<file path="src/rtl/aout_consts.svh">
// Constants for the analog output host exchange port
`ifndef AOUT_CONSTS_SVH
`define AOUT_CONSTS_SVH
// ---------------------------------------------
// Word offsets and status word fields
// ---------------------------------------------
`define RD_RESULT_OFS      2'h2
`define STATUS_OFS         2'h3
`define ST_INVALID         3
`define ST_CONV_ERR        4
`define ST_SPEED           5
`define ST_RD_DONE         6
`define ST_WR_DONE         7
`define ST_LIMIT           8
`define ST_EXT_PWR         9
`define ST_SEQ_ERR         10
`define ST_PULSE           11
`define ST_OK              12
// ---------------------------------------------
// Command word fields
// ---------------------------------------------
`define CMD_REQ            0
`define CMD_NV_WRITE       3
`define CMD_PARAM_UPD      5
`define CMD_HOST_WR_DONE   6
`define CMD_HOST_RD_DONE   7
`define CMD_PTR_LO         8
`define CMD_PTR_HI         15
// ---------------------------------------------
// RAM layout
// ---------------------------------------------
`define RAM_WORDS          62
`define RAM_FLAGS_ADDR     6'h00
`define RAM_DATA_FIRST     6'h01
`define RAM_DATA_LAST      6'h08
`define RAM_MODE_ADDR      6'h0E
`define RAM_MODE_FLAG_ADDR 6'h0A
`define RAM_UPPER_FIRST    6'h10
`define RAM_LOWER_FIRST    6'h18
`define RAM_RAMP_FIRST     6'h20
`define RAM_RAMP_LAST      6'h27
`define MODE_RESET         16'hFF00
// ---------------------------------------------
// Timing
// ---------------------------------------------
`define CLK_HZ             200000000
`define PULSE_HALF_MS      500
`define PULSE_HALF_CYC     ((`CLK_HZ / 1000) * `PULSE_HALF_MS)
`define SEQ_TIMEOUT_MS     1000
`define SEQ_TIMEOUT_CYC    ((`CLK_HZ / 1000) * `SEQ_TIMEOUT_MS)
`endif

</file>
<file path="src/rtl/aout_pkg.sv">
// Types shared by the analog output host exchange port
`default_nettype none
package aout_pkg;
    typedef enum logic [2:0] {
        XS_IDLE    = 3'b000,
        XS_ACCESS  = 3'b001,
        XS_WAIT_WR = 3'b010,
        XS_WAIT_RD = 3'b011,
        XS_FINISH  = 3'b100
    } xfer_state_t;
endpackage
`default_nettype wire

</file>
<file path="src/rtl/aout_host_port.sv">
// Host exchange port: command capture, RAM access and status word
`default_nettype none
`include "aout_consts.svh"

// Notes on behaviour
// - A read request copies the pointed RAM word into the read result word.
// - Invalid data sets the invalid flag, is discarded; valid write clears it.
// - Conversion error sets its flag, configuration kept; valid write clears it.
// - Speed bit set means normal speed, clear means high speed.
// - After taking write data and command, raise the read-done flag.
// - After loading the read result word, raise the write-done flag.
// - Out-of-limit conversion data sets limit flag; in-range write clears it. Code compares limits only for points in binary format.
// - External supply flag follows the external power supply state.
// - Abnormal handshake end sets sequence error; host read-done edge clears it.
// - While sequence error stands, every host read and write is ignored.
// - Heartbeat toggles at 1 Hz, half second high, half second low.
// - Heartbeat pauses during a nonvolatile store write, then resumes.
// - OK flag set after clean self-diagnosis, cleared on internal error.
// - Internal RAM holds 62 words of 16 bits.
// - Format per point, BCD by default, shared by all values of a point.
// - BCD signed values use bit 15 as sign, BCD magnitude below.
// - Ranges: unipolar 0..4095, bipolar -2048..2047, scaled wider.
// - Ramp times are unsigned; negative ramp values are rejected.
// - Host writes control bits; module alone writes flags.
// - Bits 0-7 and 8-15 of control words map to points 1-8.
// - Host raises read-done after reading; module drops write-done.
module aout_host_port #(
    parameter int PULSE_HALF_CYC  = `PULSE_HALF_CYC,
    parameter int SEQ_TIMEOUT_CYC = `SEQ_TIMEOUT_CYC
) (
    input  wire logic        REF_CLK,
    input  wire logic        RESETN,
    input  wire logic [15:0] WRITE_DATA,
    input  wire logic [15:0] COMMAND,
    input  wire logic        SPEED_NORMAL,
    input  wire logic        EXT_POWER_ON,
    input  wire logic        CONV_FAULT,
    input  wire logic        DIAG_DONE,
    input  wire logic        DIAG_FAULT,
    input  wire logic        NV_WRITE_BUSY,
    input  wire logic [7:0]  BIPOLAR_POINTS,
    output logic      [15:0] READ_RESULT_WORD,
    output logic      [15:0] MODULE_STATUS_WORD,
    output logic             SPEED_IS_HIGH,
    output logic             NV_WRITE_REQ,
    output logic             PARAM_UPDATE_REQ
);
    // ---------------------------------------------
    // Pin synchronisation
    // ---------------------------------------------
    logic [15:0] wdata_s;
    logic [15:0] cmd_s;
    logic [7:0]  misc_s;
    logic [7:0]  bip_s;

    aout_sync #(.WIDTH(16)) u_sync_wdata (
        .clk   (REF_CLK),
        .rst_n (RESETN),
        .din   (WRITE_DATA),
        .dout  (wdata_s)
    );
    aout_sync #(.WIDTH(16)) u_sync_cmd (
        .clk   (REF_CLK),
        .rst_n (RESETN),
        .din   (COMMAND),
        .dout  (cmd_s)
    );
    aout_sync #(.WIDTH(8)) u_sync_misc (
        .clk   (REF_CLK),
        .rst_n (RESETN),
        .din   ({2'h0, SPEED_NORMAL, EXT_POWER_ON, CONV_FAULT, DIAG_DONE, DIAG_FAULT, NV_WRITE_BUSY}),
        .dout  (misc_s)
    );
    aout_sync #(.WIDTH(8)) u_sync_bip (
        .clk   (REF_CLK),
        .rst_n (RESETN),
        .din   (BIPOLAR_POINTS),
        .dout  (bip_s)
    );

    logic speed_s;
    logic ext_s;
    logic conv_s;
    logic diag_done_s;
    logic diag_fault_s;
    logic nv_busy_s;
    assign speed_s      = misc_s[5];
    assign ext_s        = misc_s[4];
    assign conv_s       = misc_s[3];
    assign diag_done_s  = misc_s[2];
    assign diag_fault_s = misc_s[1];
    assign nv_busy_s    = misc_s[0];

    // ---------------------------------------------
    // Command decode
    // ---------------------------------------------
    logic       host_write_done;
    logic       host_read_done;
    logic       req_write;
    logic [3:0] ptr_tens;
    logic [3:0] ptr_ones;
    logic [5:0] ptr;
    logic       ptr_ok;

    assign host_write_done = cmd_s[`CMD_HOST_WR_DONE];
    assign host_read_done  = cmd_s[`CMD_HOST_RD_DONE];
    assign req_write       = cmd_s[`CMD_REQ];
    assign ptr_tens        = cmd_s[`CMD_PTR_HI:`CMD_PTR_HI-3];
    assign ptr_ones        = cmd_s[`CMD_PTR_LO+3:`CMD_PTR_LO];
    assign ptr             = 6'(ptr_tens * 10 + ptr_ones);
    // Pointer is two BCD digits; 64 to 99 wrap to 0 to 35, any other bad pointer on a write is treated as invalid data
    assign ptr_ok          = (ptr_tens < 4'hA) && (ptr_ones < 4'hA) && (ptr < 6'(`RAM_WORDS));

    // ---------------------------------------------
    // Point RAM
    // ---------------------------------------------
    logic [15:0] ram_q [`RAM_WORDS];
    logic [15:0] mode_word;
    logic [2:0]  pt_idx;
    logic        pt_bcd;
    logic        pt_scaled;
    logic        pt_bipolar;
    logic        val_ok;
    logic        is_data;
    logic        limit_hit;
    logic        host_ctrl_word;
    logic [15:0] upper;
    logic [15:0] lower;

    assign mode_word  = ram_q[`RAM_MODE_ADDR];
    assign pt_idx     = 3'(ptr - ((ptr >= `RAM_RAMP_FIRST) ? `RAM_RAMP_FIRST : `RAM_DATA_FIRST));
    assign pt_bcd     = mode_word[8 + pt_idx];
    assign pt_scaled  = ram_q[`RAM_MODE_ADDR - 6'h1][pt_idx];
    assign pt_bipolar = bip_s[pt_idx];
    assign is_data    = (ptr >= `RAM_DATA_FIRST) && (ptr <= `RAM_DATA_LAST);
    assign upper      = ram_q[`RAM_UPPER_FIRST + 6'(pt_idx)];
    assign lower      = ram_q[`RAM_LOWER_FIRST + 6'(pt_idx)];
    // Limit compare is plain signed; only meaningful in binary format
    assign limit_hit  = is_data && !pt_bcd && (upper != 16'h0000)
                        && (($signed(wdata_s) > $signed(upper)) || ($signed(wdata_s) < $signed(lower)));
    // Flag words are module-owned; host writes to them are refused
    assign host_ctrl_word = is_data || (ptr > `RAM_MODE_FLAG_ADDR);

    aout_value_check u_check (
        .addr     (ptr),
        .data     (wdata_s),
        .bcd_mode (pt_bcd),
        .bipolar  (pt_bipolar),
        .scaled   (pt_scaled),
        .valid    (val_ok)
    );

    // ---------------------------------------------
    // Handshake state machine
    // ---------------------------------------------
    aout_pkg::xfer_state_t state_q;
    logic        rd_done_q;
    logic        wr_done_q;
    logic        seq_err_q;
    logic        invalid_q;
    logic        conv_err_q;
    logic        limit_q;
    logic        do_write;
    logic        do_read;
    logic        good_write;
    logic        hrd_prev_q;
    logic        hrd_edge;
    logic [31:0] wait_cnt_q;
    logic        timeout;

    assign hrd_edge   = host_read_done ^ hrd_prev_q;
    assign timeout    = (wait_cnt_q >= 32'(SEQ_TIMEOUT_CYC - 1));
    assign do_write   = (state_q == aout_pkg::XS_ACCESS) && req_write;
    assign do_read    = (state_q == aout_pkg::XS_ACCESS) && !req_write;
    assign good_write = do_write && ptr_ok && val_ok && host_ctrl_word && !limit_hit;

    // Sequence: take words, access RAM, report, wait for host to finish
    always_ff @(posedge REF_CLK or negedge RESETN) begin
        if (!RESETN) begin
            state_q   <= aout_pkg::XS_IDLE;
            rd_done_q <= 1'b0;
            wr_done_q <= 1'b0;
        end else begin
            case (state_q)
                aout_pkg::XS_IDLE: begin
                    if (host_write_done && !seq_err_q) begin
                        rd_done_q <= 1'b1;
                        state_q   <= aout_pkg::XS_ACCESS;
                    end
                end
                aout_pkg::XS_ACCESS: begin
                    state_q <= aout_pkg::XS_WAIT_WR;
                end
                aout_pkg::XS_WAIT_WR: begin
                    if (timeout) begin
                        rd_done_q <= 1'b0;
                        state_q   <= aout_pkg::XS_IDLE;
                    end else if (!host_write_done) begin
                        rd_done_q <= 1'b0;
                        wr_done_q <= 1'b1;
                        state_q   <= aout_pkg::XS_WAIT_RD;
                    end
                end
                aout_pkg::XS_WAIT_RD: begin
                    if (timeout) begin
                        wr_done_q <= 1'b0;
                        state_q   <= aout_pkg::XS_IDLE;
                    end else if (host_read_done) begin
                        wr_done_q <= 1'b0;
                        state_q   <= aout_pkg::XS_FINISH;
                    end
                end
                aout_pkg::XS_FINISH: begin
                    if (!host_read_done || timeout) begin
                        state_q <= aout_pkg::XS_IDLE;
                    end
                end
                default: begin
                    state_q <= aout_pkg::XS_IDLE;
                end
            endcase
        end
    end

    // Wait counter catches a host that stalls mid-handshake
    always_ff @(posedge REF_CLK or negedge RESETN) begin
        if (!RESETN) begin
            wait_cnt_q <= 32'h0000_0000;
        end else if (state_q == aout_pkg::XS_IDLE || state_q == aout_pkg::XS_ACCESS || timeout) begin
            wait_cnt_q <= 32'h0000_0000;
        end else begin
            wait_cnt_q <= wait_cnt_q + 32'h0000_0001;
        end
    end

    // Sequence error: timeout sets; host read-done edge clears; set wins
    always_ff @(posedge REF_CLK or negedge RESETN) begin
        if (!RESETN) begin
            hrd_prev_q <= 1'b0;
            seq_err_q  <= 1'b0;
        end else begin
            hrd_prev_q <= host_read_done;
            if (timeout && state_q != aout_pkg::XS_IDLE) begin
                seq_err_q <= 1'b1;
            end else if (hrd_edge) begin
                seq_err_q <= 1'b0;
            end
        end
    end

    // RAM writes from host, reset defaults put every point in BCD
    always_ff @(posedge REF_CLK or negedge RESETN) begin
        if (!RESETN) begin
            for (int i = 0; i < `RAM_WORDS; i++) begin
                ram_q[i] <= 16'h0000;
            end
            ram_q[`RAM_MODE_ADDR]      <= `MODE_RESET;
            ram_q[`RAM_MODE_FLAG_ADDR] <= `MODE_RESET;
        end else begin
            if (good_write) begin
                ram_q[ptr] <= wdata_s;
            end
            ram_q[`RAM_FLAGS_ADDR] <= {{8{conv_s}}, ram_q[`RAM_FLAGS_ADDR][7:0]};
            if (do_write && !good_write && is_data && ptr_ok) begin
                ram_q[`RAM_FLAGS_ADDR][pt_idx] <= 1'b1;
            end else if (good_write && is_data) begin
                ram_q[`RAM_FLAGS_ADDR][pt_idx] <= 1'b0;
            end
            ram_q[`RAM_MODE_FLAG_ADDR] <= mode_word;
        end
    end

    // Read result loaded from the pointed word
    always_ff @(posedge REF_CLK or negedge RESETN) begin
        if (!RESETN) begin
            READ_RESULT_WORD <= 16'h0000;
        end else if (do_read && ptr_ok) begin
            READ_RESULT_WORD <= ram_q[ptr];
        end
    end

    // Error flags: a bad write or a conversion fault sets, a good write clears
    always_ff @(posedge REF_CLK or negedge RESETN) begin
        if (!RESETN) begin
            invalid_q  <= 1'b0;
            conv_err_q <= 1'b0;
            limit_q    <= 1'b0;
        end else begin
            if (do_write && !(ptr_ok && val_ok && host_ctrl_word)) begin
                invalid_q <= 1'b1;
            end else if (good_write) begin
                invalid_q <= 1'b0;
            end
            if (conv_s) begin
                conv_err_q <= 1'b1;
            end else if (good_write) begin
                conv_err_q <= 1'b0;
            end
            if (do_write && limit_hit) begin
                limit_q <= 1'b1;
            end else if (good_write && is_data) begin
                limit_q <= 1'b0;
            end
        end
    end

    // ---------------------------------------------
    // Heartbeat and health
    // ---------------------------------------------
    logic [31:0] pulse_cnt_q;
    logic        pulse_q;
    logic        ok_q;

    // Counter freezes while the store write runs, so phase is kept
    always_ff @(posedge REF_CLK or negedge RESETN) begin
        if (!RESETN) begin
            pulse_cnt_q <= 32'h0000_0000;
            pulse_q     <= 1'b0;
        end else if (!nv_busy_s) begin
            if (pulse_cnt_q >= 32'(PULSE_HALF_CYC - 1)) begin
                pulse_cnt_q <= 32'h0000_0000;
                pulse_q     <= ~pulse_q;
            end else begin
                pulse_cnt_q <= pulse_cnt_q + 32'h0000_0001;
            end
        end
    end

    // Fault dominates a diagnosis result in the same cycle
    always_ff @(posedge REF_CLK or negedge RESETN) begin
        if (!RESETN) begin
            ok_q <= 1'b0;
        end else if (diag_fault_s) begin
            ok_q <= 1'b0;
        end else if (diag_done_s) begin
            ok_q <= 1'b1;
        end
    end

    // ---------------------------------------------
    // Status word and side outputs
    // ---------------------------------------------
    always_ff @(posedge REF_CLK or negedge RESETN) begin
        if (!RESETN) begin
            MODULE_STATUS_WORD <= 16'h0000;
        end else begin
            MODULE_STATUS_WORD                <= 16'h0000;
            MODULE_STATUS_WORD[`ST_INVALID]   <= invalid_q;
            MODULE_STATUS_WORD[`ST_CONV_ERR]  <= conv_err_q;
            MODULE_STATUS_WORD[`ST_SPEED]     <= speed_s;
            MODULE_STATUS_WORD[`ST_RD_DONE]   <= rd_done_q;
            MODULE_STATUS_WORD[`ST_WR_DONE]   <= wr_done_q;
            MODULE_STATUS_WORD[`ST_LIMIT]     <= limit_q;
            MODULE_STATUS_WORD[`ST_EXT_PWR]   <= ext_s;
            MODULE_STATUS_WORD[`ST_SEQ_ERR]   <= seq_err_q;
            MODULE_STATUS_WORD[`ST_PULSE]     <= pulse_q;
            MODULE_STATUS_WORD[`ST_OK]        <= ok_q;
        end
    end

    // Speed select follows the pin every cycle; command strobes taken only with the handshake
    always_ff @(posedge REF_CLK or negedge RESETN) begin
        if (!RESETN) begin
            SPEED_IS_HIGH    <= 1'b0;
            NV_WRITE_REQ     <= 1'b0;
            PARAM_UPDATE_REQ <= 1'b0;
        end else begin
            SPEED_IS_HIGH    <= !speed_s;
            NV_WRITE_REQ     <= (state_q == aout_pkg::XS_ACCESS) && cmd_s[`CMD_NV_WRITE];
            PARAM_UPDATE_REQ <= (state_q == aout_pkg::XS_ACCESS) && cmd_s[`CMD_PARAM_UPD];
        end
    end
endmodule
`default_nettype wire

</file>
<file path="src/rtl/aout_sync.sv">
// Two-flop synchroniser for a bus of pin levels
`default_nettype none
module aout_sync #(
    parameter int WIDTH = 1
) (
    input  wire logic             clk,
    input  wire logic             rst_n,
    input  wire logic [WIDTH-1:0] din,
    output logic      [WIDTH-1:0] dout
);
    logic [WIDTH-1:0] meta_q;

    // First stage feeds only the second stage
    always_ff @(posedge clk or negedge rst_n) begin
        if (!rst_n) begin
            meta_q <= '0;
            dout   <= '0;
        end else begin
            meta_q <= din;
            dout   <= meta_q;
        end
    end
endmodule
`default_nettype wire

</file>
<file path="src/rtl/aout_value_check.sv">
// Range check of one word written into the point RAM
`default_nettype none
`include "aout_consts.svh"
module aout_value_check (
    input  wire logic [5:0]  addr,
    input  wire logic [15:0] data,
    input  wire logic        bcd_mode,
    input  wire logic        bipolar,
    input  wire logic        scaled,
    output logic             valid
);
    logic [3:0]  d0;
    logic [3:0]  d1;
    logic [3:0]  d2;
    logic [3:0]  d3;
    logic        neg;
    logic        digits_ok;
    logic [13:0] mag;
    logic        is_data;
    logic        is_ramp;

    assign d0 = data[3:0];
    assign d1 = data[7:4];
    assign d2 = data[11:8];
    assign d3 = {1'b0, data[14:12]};
    assign neg = data[15];
    assign is_data = (addr >= `RAM_DATA_FIRST) && (addr <= `RAM_DATA_LAST);
    assign is_ramp = (addr >= `RAM_RAMP_FIRST) && (addr <= `RAM_RAMP_LAST);
    // BCD magnitude: bit 15 is the sign, digits below it
    assign digits_ok = (d0 < 4'hA) && (d1 < 4'hA) && (d2 < 4'hA);
    assign mag = 14'(d3 * 1000 + d2 * 100 + d1 * 10 + d0);

    // Decide legality by format and mode; other words are unchecked
    always_comb begin
        valid = 1'b1;
        if (is_ramp) begin
            valid = bcd_mode ? (digits_ok && !neg) : !neg;
        end else if (is_data) begin
            if (bcd_mode) begin
                if (!digits_ok) begin
                    valid = 1'b0;
                end else if (scaled) begin
                    valid = 1'b1;
                end else if (bipolar) begin
                    valid = neg ? (mag <= 14'h0800) : (mag <= 14'h07FF);
                end else begin
                    valid = !neg && (mag <= 14'h0FFF);
                end
            end else if (scaled) begin
                valid = (data != 16'h8000);
            end else if (bipolar) begin
                valid = ($signed(data) >= -16'sh0800) && ($signed(data) <= 16'sh07FF);
            end else begin
                valid = (data <= 16'h0FFF);
            end
        end
    end
endmodule
`default_nettype wire

</file>
<file path="config.mk">
export PLATFORM = sky130hd
export DESIGN_NAME = aout_host_port
export DESIGN_NICKNAME = d
export VERILOG_FILES = /design/src/rtl/aout_pkg.sv /design/src/rtl/aout_host_port.sv /design/src/rtl/aout_sync.sv /design/src/rtl/aout_value_check.sv
export VERILOG_INCLUDE_DIRS = /design/src /design/src/rtl
export SDC_FILE = /design/constraint.sdc
export NUM_CORES = 2
export LEC_CHECK = 0
export ABC_AREA = 0
export BUFFER_PORTS_ARGS = -buffer_cell sky130_fd_sc_hd__buf_4
export CELL_PAD_IN_SITES_DETAIL_PLACEMENT = 0
export CELL_PAD_IN_SITES_GLOBAL_PLACEMENT = 2
export CORE_MARGIN = 3
export CORE_UTILIZATION = 48
export CTS_CLUSTER_SIZE = 28
export DETAILED_ROUTE_END_ITERATION = 8
export HOLD_SLACK_MARGIN = 0.12
export PLACE_DENSITY_LB_ADDON = 0.1
export SETUP_SLACK_MARGIN = 0.15
export SLEW_MARGIN = 20
export SYNTH_ARGS = -nofsm -noshare
export SYNTH_HDL_FRONTEND = slang
export SYNTH_SLANG_ARGS = --single-unit
</file>
<file path="constraint.sdc">
create_clock -name REF_CLK -period 11.4 [get_ports REF_CLK]
set_input_delay 1.14 -clock REF_CLK [delete_from_list [all_inputs] [get_ports REF_CLK]]
set_output_delay 1.14 -clock REF_CLK [all_outputs]
set_load 0.05 [all_outputs]
</file>
==> flow_summary.json <==
{
  "p_leak_nw": 28.4,
  "async_reset_ff_share_pct": 100,
  "grt.met1_usage_pct": 44.3,
  "cpPeakStageDelay_ns": 0.90,
  "cp_num_buf_inv": 3,
  "pwr_density_cell_nw_per_um2": 175,
  "cp-startpoint": "u_sync_cmd.dout[12]",
  "slowest_stage": "ha_2",
  "hold_path_class": "flip-flop to flip-flop",
  "grt_start_max_net_pins": 171,
  "grt_busiest_layer": "met2",
  "status": "complete, no violations",
  "cts_root_buf": "clkbuf_16",
  "fillCellCount": 9913,
  "synthTopCellsByArea": "dfrtp_1 53%, mux2_2 17%, a22oi_1 2.7%",
  "die_w_um": 344,
  "antenna_found_initial": 6,
  "maxCapViolCount": 0,
  "grtUsageMet3_pct": 5.46,
  "peakVddDrop_v": 0.000158,
  "cts_hold_buf": 0,
  "end_kind": "flip-flop",
  "synth_cell_types": 87,
  "tns_ns": 0,
  "yosys_warnings": 0,
  "yosys.cell_count.top_type": "dfrtp_1",
  "timing.final.crit_share_pct": 76.4,
  "max_slew_margin_pct": 11.8,
  "dp_hpwl_um": 108000,
  "worstSetupPathType": "flip-flop to flip-flop",
  "critPathArrivalTime_ns": 9.32,
  "wl_per_cell_um": 29.3,
  "clock_sinks": 1176,
  "cts_setup_buffers": 0,
  "clk-insertion-delay-late_ns": 0.75,
  "cts-resized-gates": 0,
  "layout.nets": 4690,
  "finalWirelength_um": 180000,
  "placeableCoreArea_sq_um": 113000,
  "pin_count": 83,
  "ys_seq_elements": 1176,
  "route.vias.total": 38500,
  "final_cells": 6138,
  "r2r_start": "u_sync_cmd.dout[12]",
  "drtIter0Drc": 3316,
  "cp_max_fo": 29,
  "hold-worst-slack_ns": 0.343,
  "hold_viol_final": 0,
  "avgSynthCellArea_sq_um": 12.0,
  "postRouteAntennaNets": 0,
  "gp_congestion": 0.836,
  "hold_path_startpoint": "u_sync_bip.meta_q[0]",
  "finalSetupViolCount": 0,
  "cts_tree": "built",
  "fin_skew_ns": 0.0262,
  "dp.cells": 5898,
  "worstMarginPinSlew_ns": 1.30,
  "clkSlewWorstSetupHoldPaths_ns": 0.06,
  "die_area_sq_um": 119000,
  "fin_crit_ns": 8.71,
  "portBuffers": 73,
  "worstPathRequired_ns": 12.01,
  "path_cells": "ha_1 -> ha_1 -> a21o_1 -> nand2_1 -> xor2_2 -> buf_4 -> clkinv_1 -> ha_4 -> ha_2 -> buf_4 -> mux2_2 -> nand3_1 -> o21ai_0 -> nor3_1 -> ha_1 -> nor2b_1 -> o21a_1 -> o2111ai_1 -> a31oi_1 -> o21ai_0 -> o21ai_0 -> a31oi_4 -> nand4_2 -> mux2_2",
  "grt_pass1_wl_um": 266000,
  "synth_edf_count": 0,
  "drt_first_pass_iters": 5,
  "cts_buffers": 135,
  "grt_pass1_vias": 38400,
  "final_layout_size_suffix_gt1_share_pct": 29.7,
  "critPathLaunchType": "flip-flop",
  "synthesis.area_sq_um": 54900,
  "synthTopCellsByCount": "1160 x dfrtp_1, 806 x mux2_2, 375 x nand2_1",
  "seqCellArea_sq_um": 29500,
  "area_delta_synth_final_pct": 12.0,
  "path_delay_family": "adder cells",
  "syn-instance-count": 4566,
  "num_rows": 123,
  "grtUsageTotal_pct": 30.5,
  "drv_slew": 0,
  "htree_levels": 4,
  "clk_path_buf_depth": 3,
  "multi_input_area_sq_um": 24000,
  "finalPower_w": 0.0107,
  "ys_seq_area_share_pct": 53.6,
  "clock.fmax_mhz": 115,
  "rsz0062_at_grt": "false",
  "initial_core_util_pct": 48.6,
  "ys.flop_type": "dfrtp_1",
  "synth_top_area_share_pct": 52.9,
  "vias_per_cell": 6.28,
  "drc_errors": 0,
  "fp.dieH_um": 344,
  "grt_util_met2_pct": 46.4,
  "grt-ovfl-total": 0,
  "yosysTopAreaCell": "dfrtp_1"
}
==> flip-flops by register name, summed over array words and instances (netlist names), 3 cells and up, named ones only <==
name and cells:
pulse_cnt_q 32, wait_cnt_q 32, u_sync_wdata.dout 16, u_sync_cmd.dout 13, u_sync_misc.dout 6, u_sync_cmd.meta_q 13, READ_RESULT_WORD 16, ram_q 961
MODULE_STATUS_WORD 10, u_sync_bip.dout 8, mode_word 16, u_sync_wdata.meta_q 16, state_q 3, u_sync_misc.meta_q 6, u_sync_bip.meta_q 8
==> layout make-up <==
| class | count | share of cell area [%] |
|---|---|---|
| diodes | 2 | 0.00813 |
| clock buffers | 189 | 6.33 |
| clock inverters | 48 | 0.671 |
| inverters | 47 | 0.287 |
| multi-input cells | 2967 | 39.0 |
| flip-flops and latches | 1176 | 47.9 |
| well taps | 1500 | 3.05 |
| repair buffers | 209 | 2.76 |
==> report_power, final <==
group / switching [W] / internal [W] / total [W] / leakage, nW
logic: 0.00137 / 0.000577 / 0.00194 / 10.2
clock network: 0.00178 / 0.00248 / 0.00426 / 2.13
registers: 0.000160 / 0.00438 / 0.00454 / 16.1
total: 0.00331 / 0.00744 / 0.0107 / 28.4
==> worst reg2reg max path, cell delays in order, from the launching register on <==
cell	delay, ns
dfrtp_1	0.41
ha_1	0.31
ha_1	0.45
a21o_1	0.16
nand2_1	0.08
xor2_2	0.16
buf_4	0.40
clkinv_1	0.23
ha_4	0.21
ha_2	0.90
buf_4	0.42
mux2_2	0.36
nand3_1	0.08
o21ai_0	0.10
nor3_1	0.48
ha_1	0.35
nor2b_1	0.14
o21a_1	0.16
o2111ai_1	0.17
a31oi_1	0.12
o21ai_0	0.37
o21ai_0	0.50
a31oi_4	0.64
nand4_2	0.80
mux2_2	0.57
==> worst paths after layout <==
check                                             end  slack [ns]  cells after the start
worst max-delay path                       ram_q[895]        2.69                     24
worst min-delay path               u_sync_bip.dout[0]        0.34                      0
worst max register to register             ram_q[895]        2.69                     24
worst min register to register     u_sync_bip.dout[0]        0.34                      0
max in group asynchronous                  ram_q[221]        8.64                      3
min in group asynchronous       MODULE_STATUS_WORD[5]        0.38                      1
==> layer usage <==
layer  up-vias  wire length, um
met5         -               13
met4         2             5750
met3       305            12400
met2      1344            80100
met1     20200            81800
li1      16700                -
==> logic make-up (layout without fill, tap and decap cells) <==
family          Yosys count  count (layout)  share of synthesized area, %
flops                  1176            1176                          53.6
compound gates          985             985                          12.1
mux                     938             938                          20.0
simple gates            862             862                          7.41
buf+inv                 432             493                          3.17
fa+ha+maj               106             106                          2.62
xor+xnor                 66              66                          1.08
other cells               1              12                       0.00683
==> cell usage in the layout, fill, tap and decap left out, types with 84 or more instances in the layout <==
cell / instances
nor2_1: 163
a21oi_1: 127
clkbuf_16: 138
buf_4: 199
nand2_1: 374
a221oi_1: 108
mux2i_1: 84
o21ai_0: 288
mux2_2: 806
a22oi_1: 199
ha_1: 88
dfrtp_1: 1144
==> stage by stage <==
| step | utilization, % | area, sq um | setup WS (ns) |
|---|---|---|---|
| after floorplan | - | 55000 | 4.51 |
| after CTS | 54.4 | 61500 | 2.84 |
| final | 54.5 | 61500 | 2.69 |
| after detailed placement | 50.6 | 57200 | 2.90 |
| after global placement | 50.6 | 57200 | 2.68 |
| after global routing | 54.5 | 61500 | 2.41 |
Power figures use the tool's default switching activity.
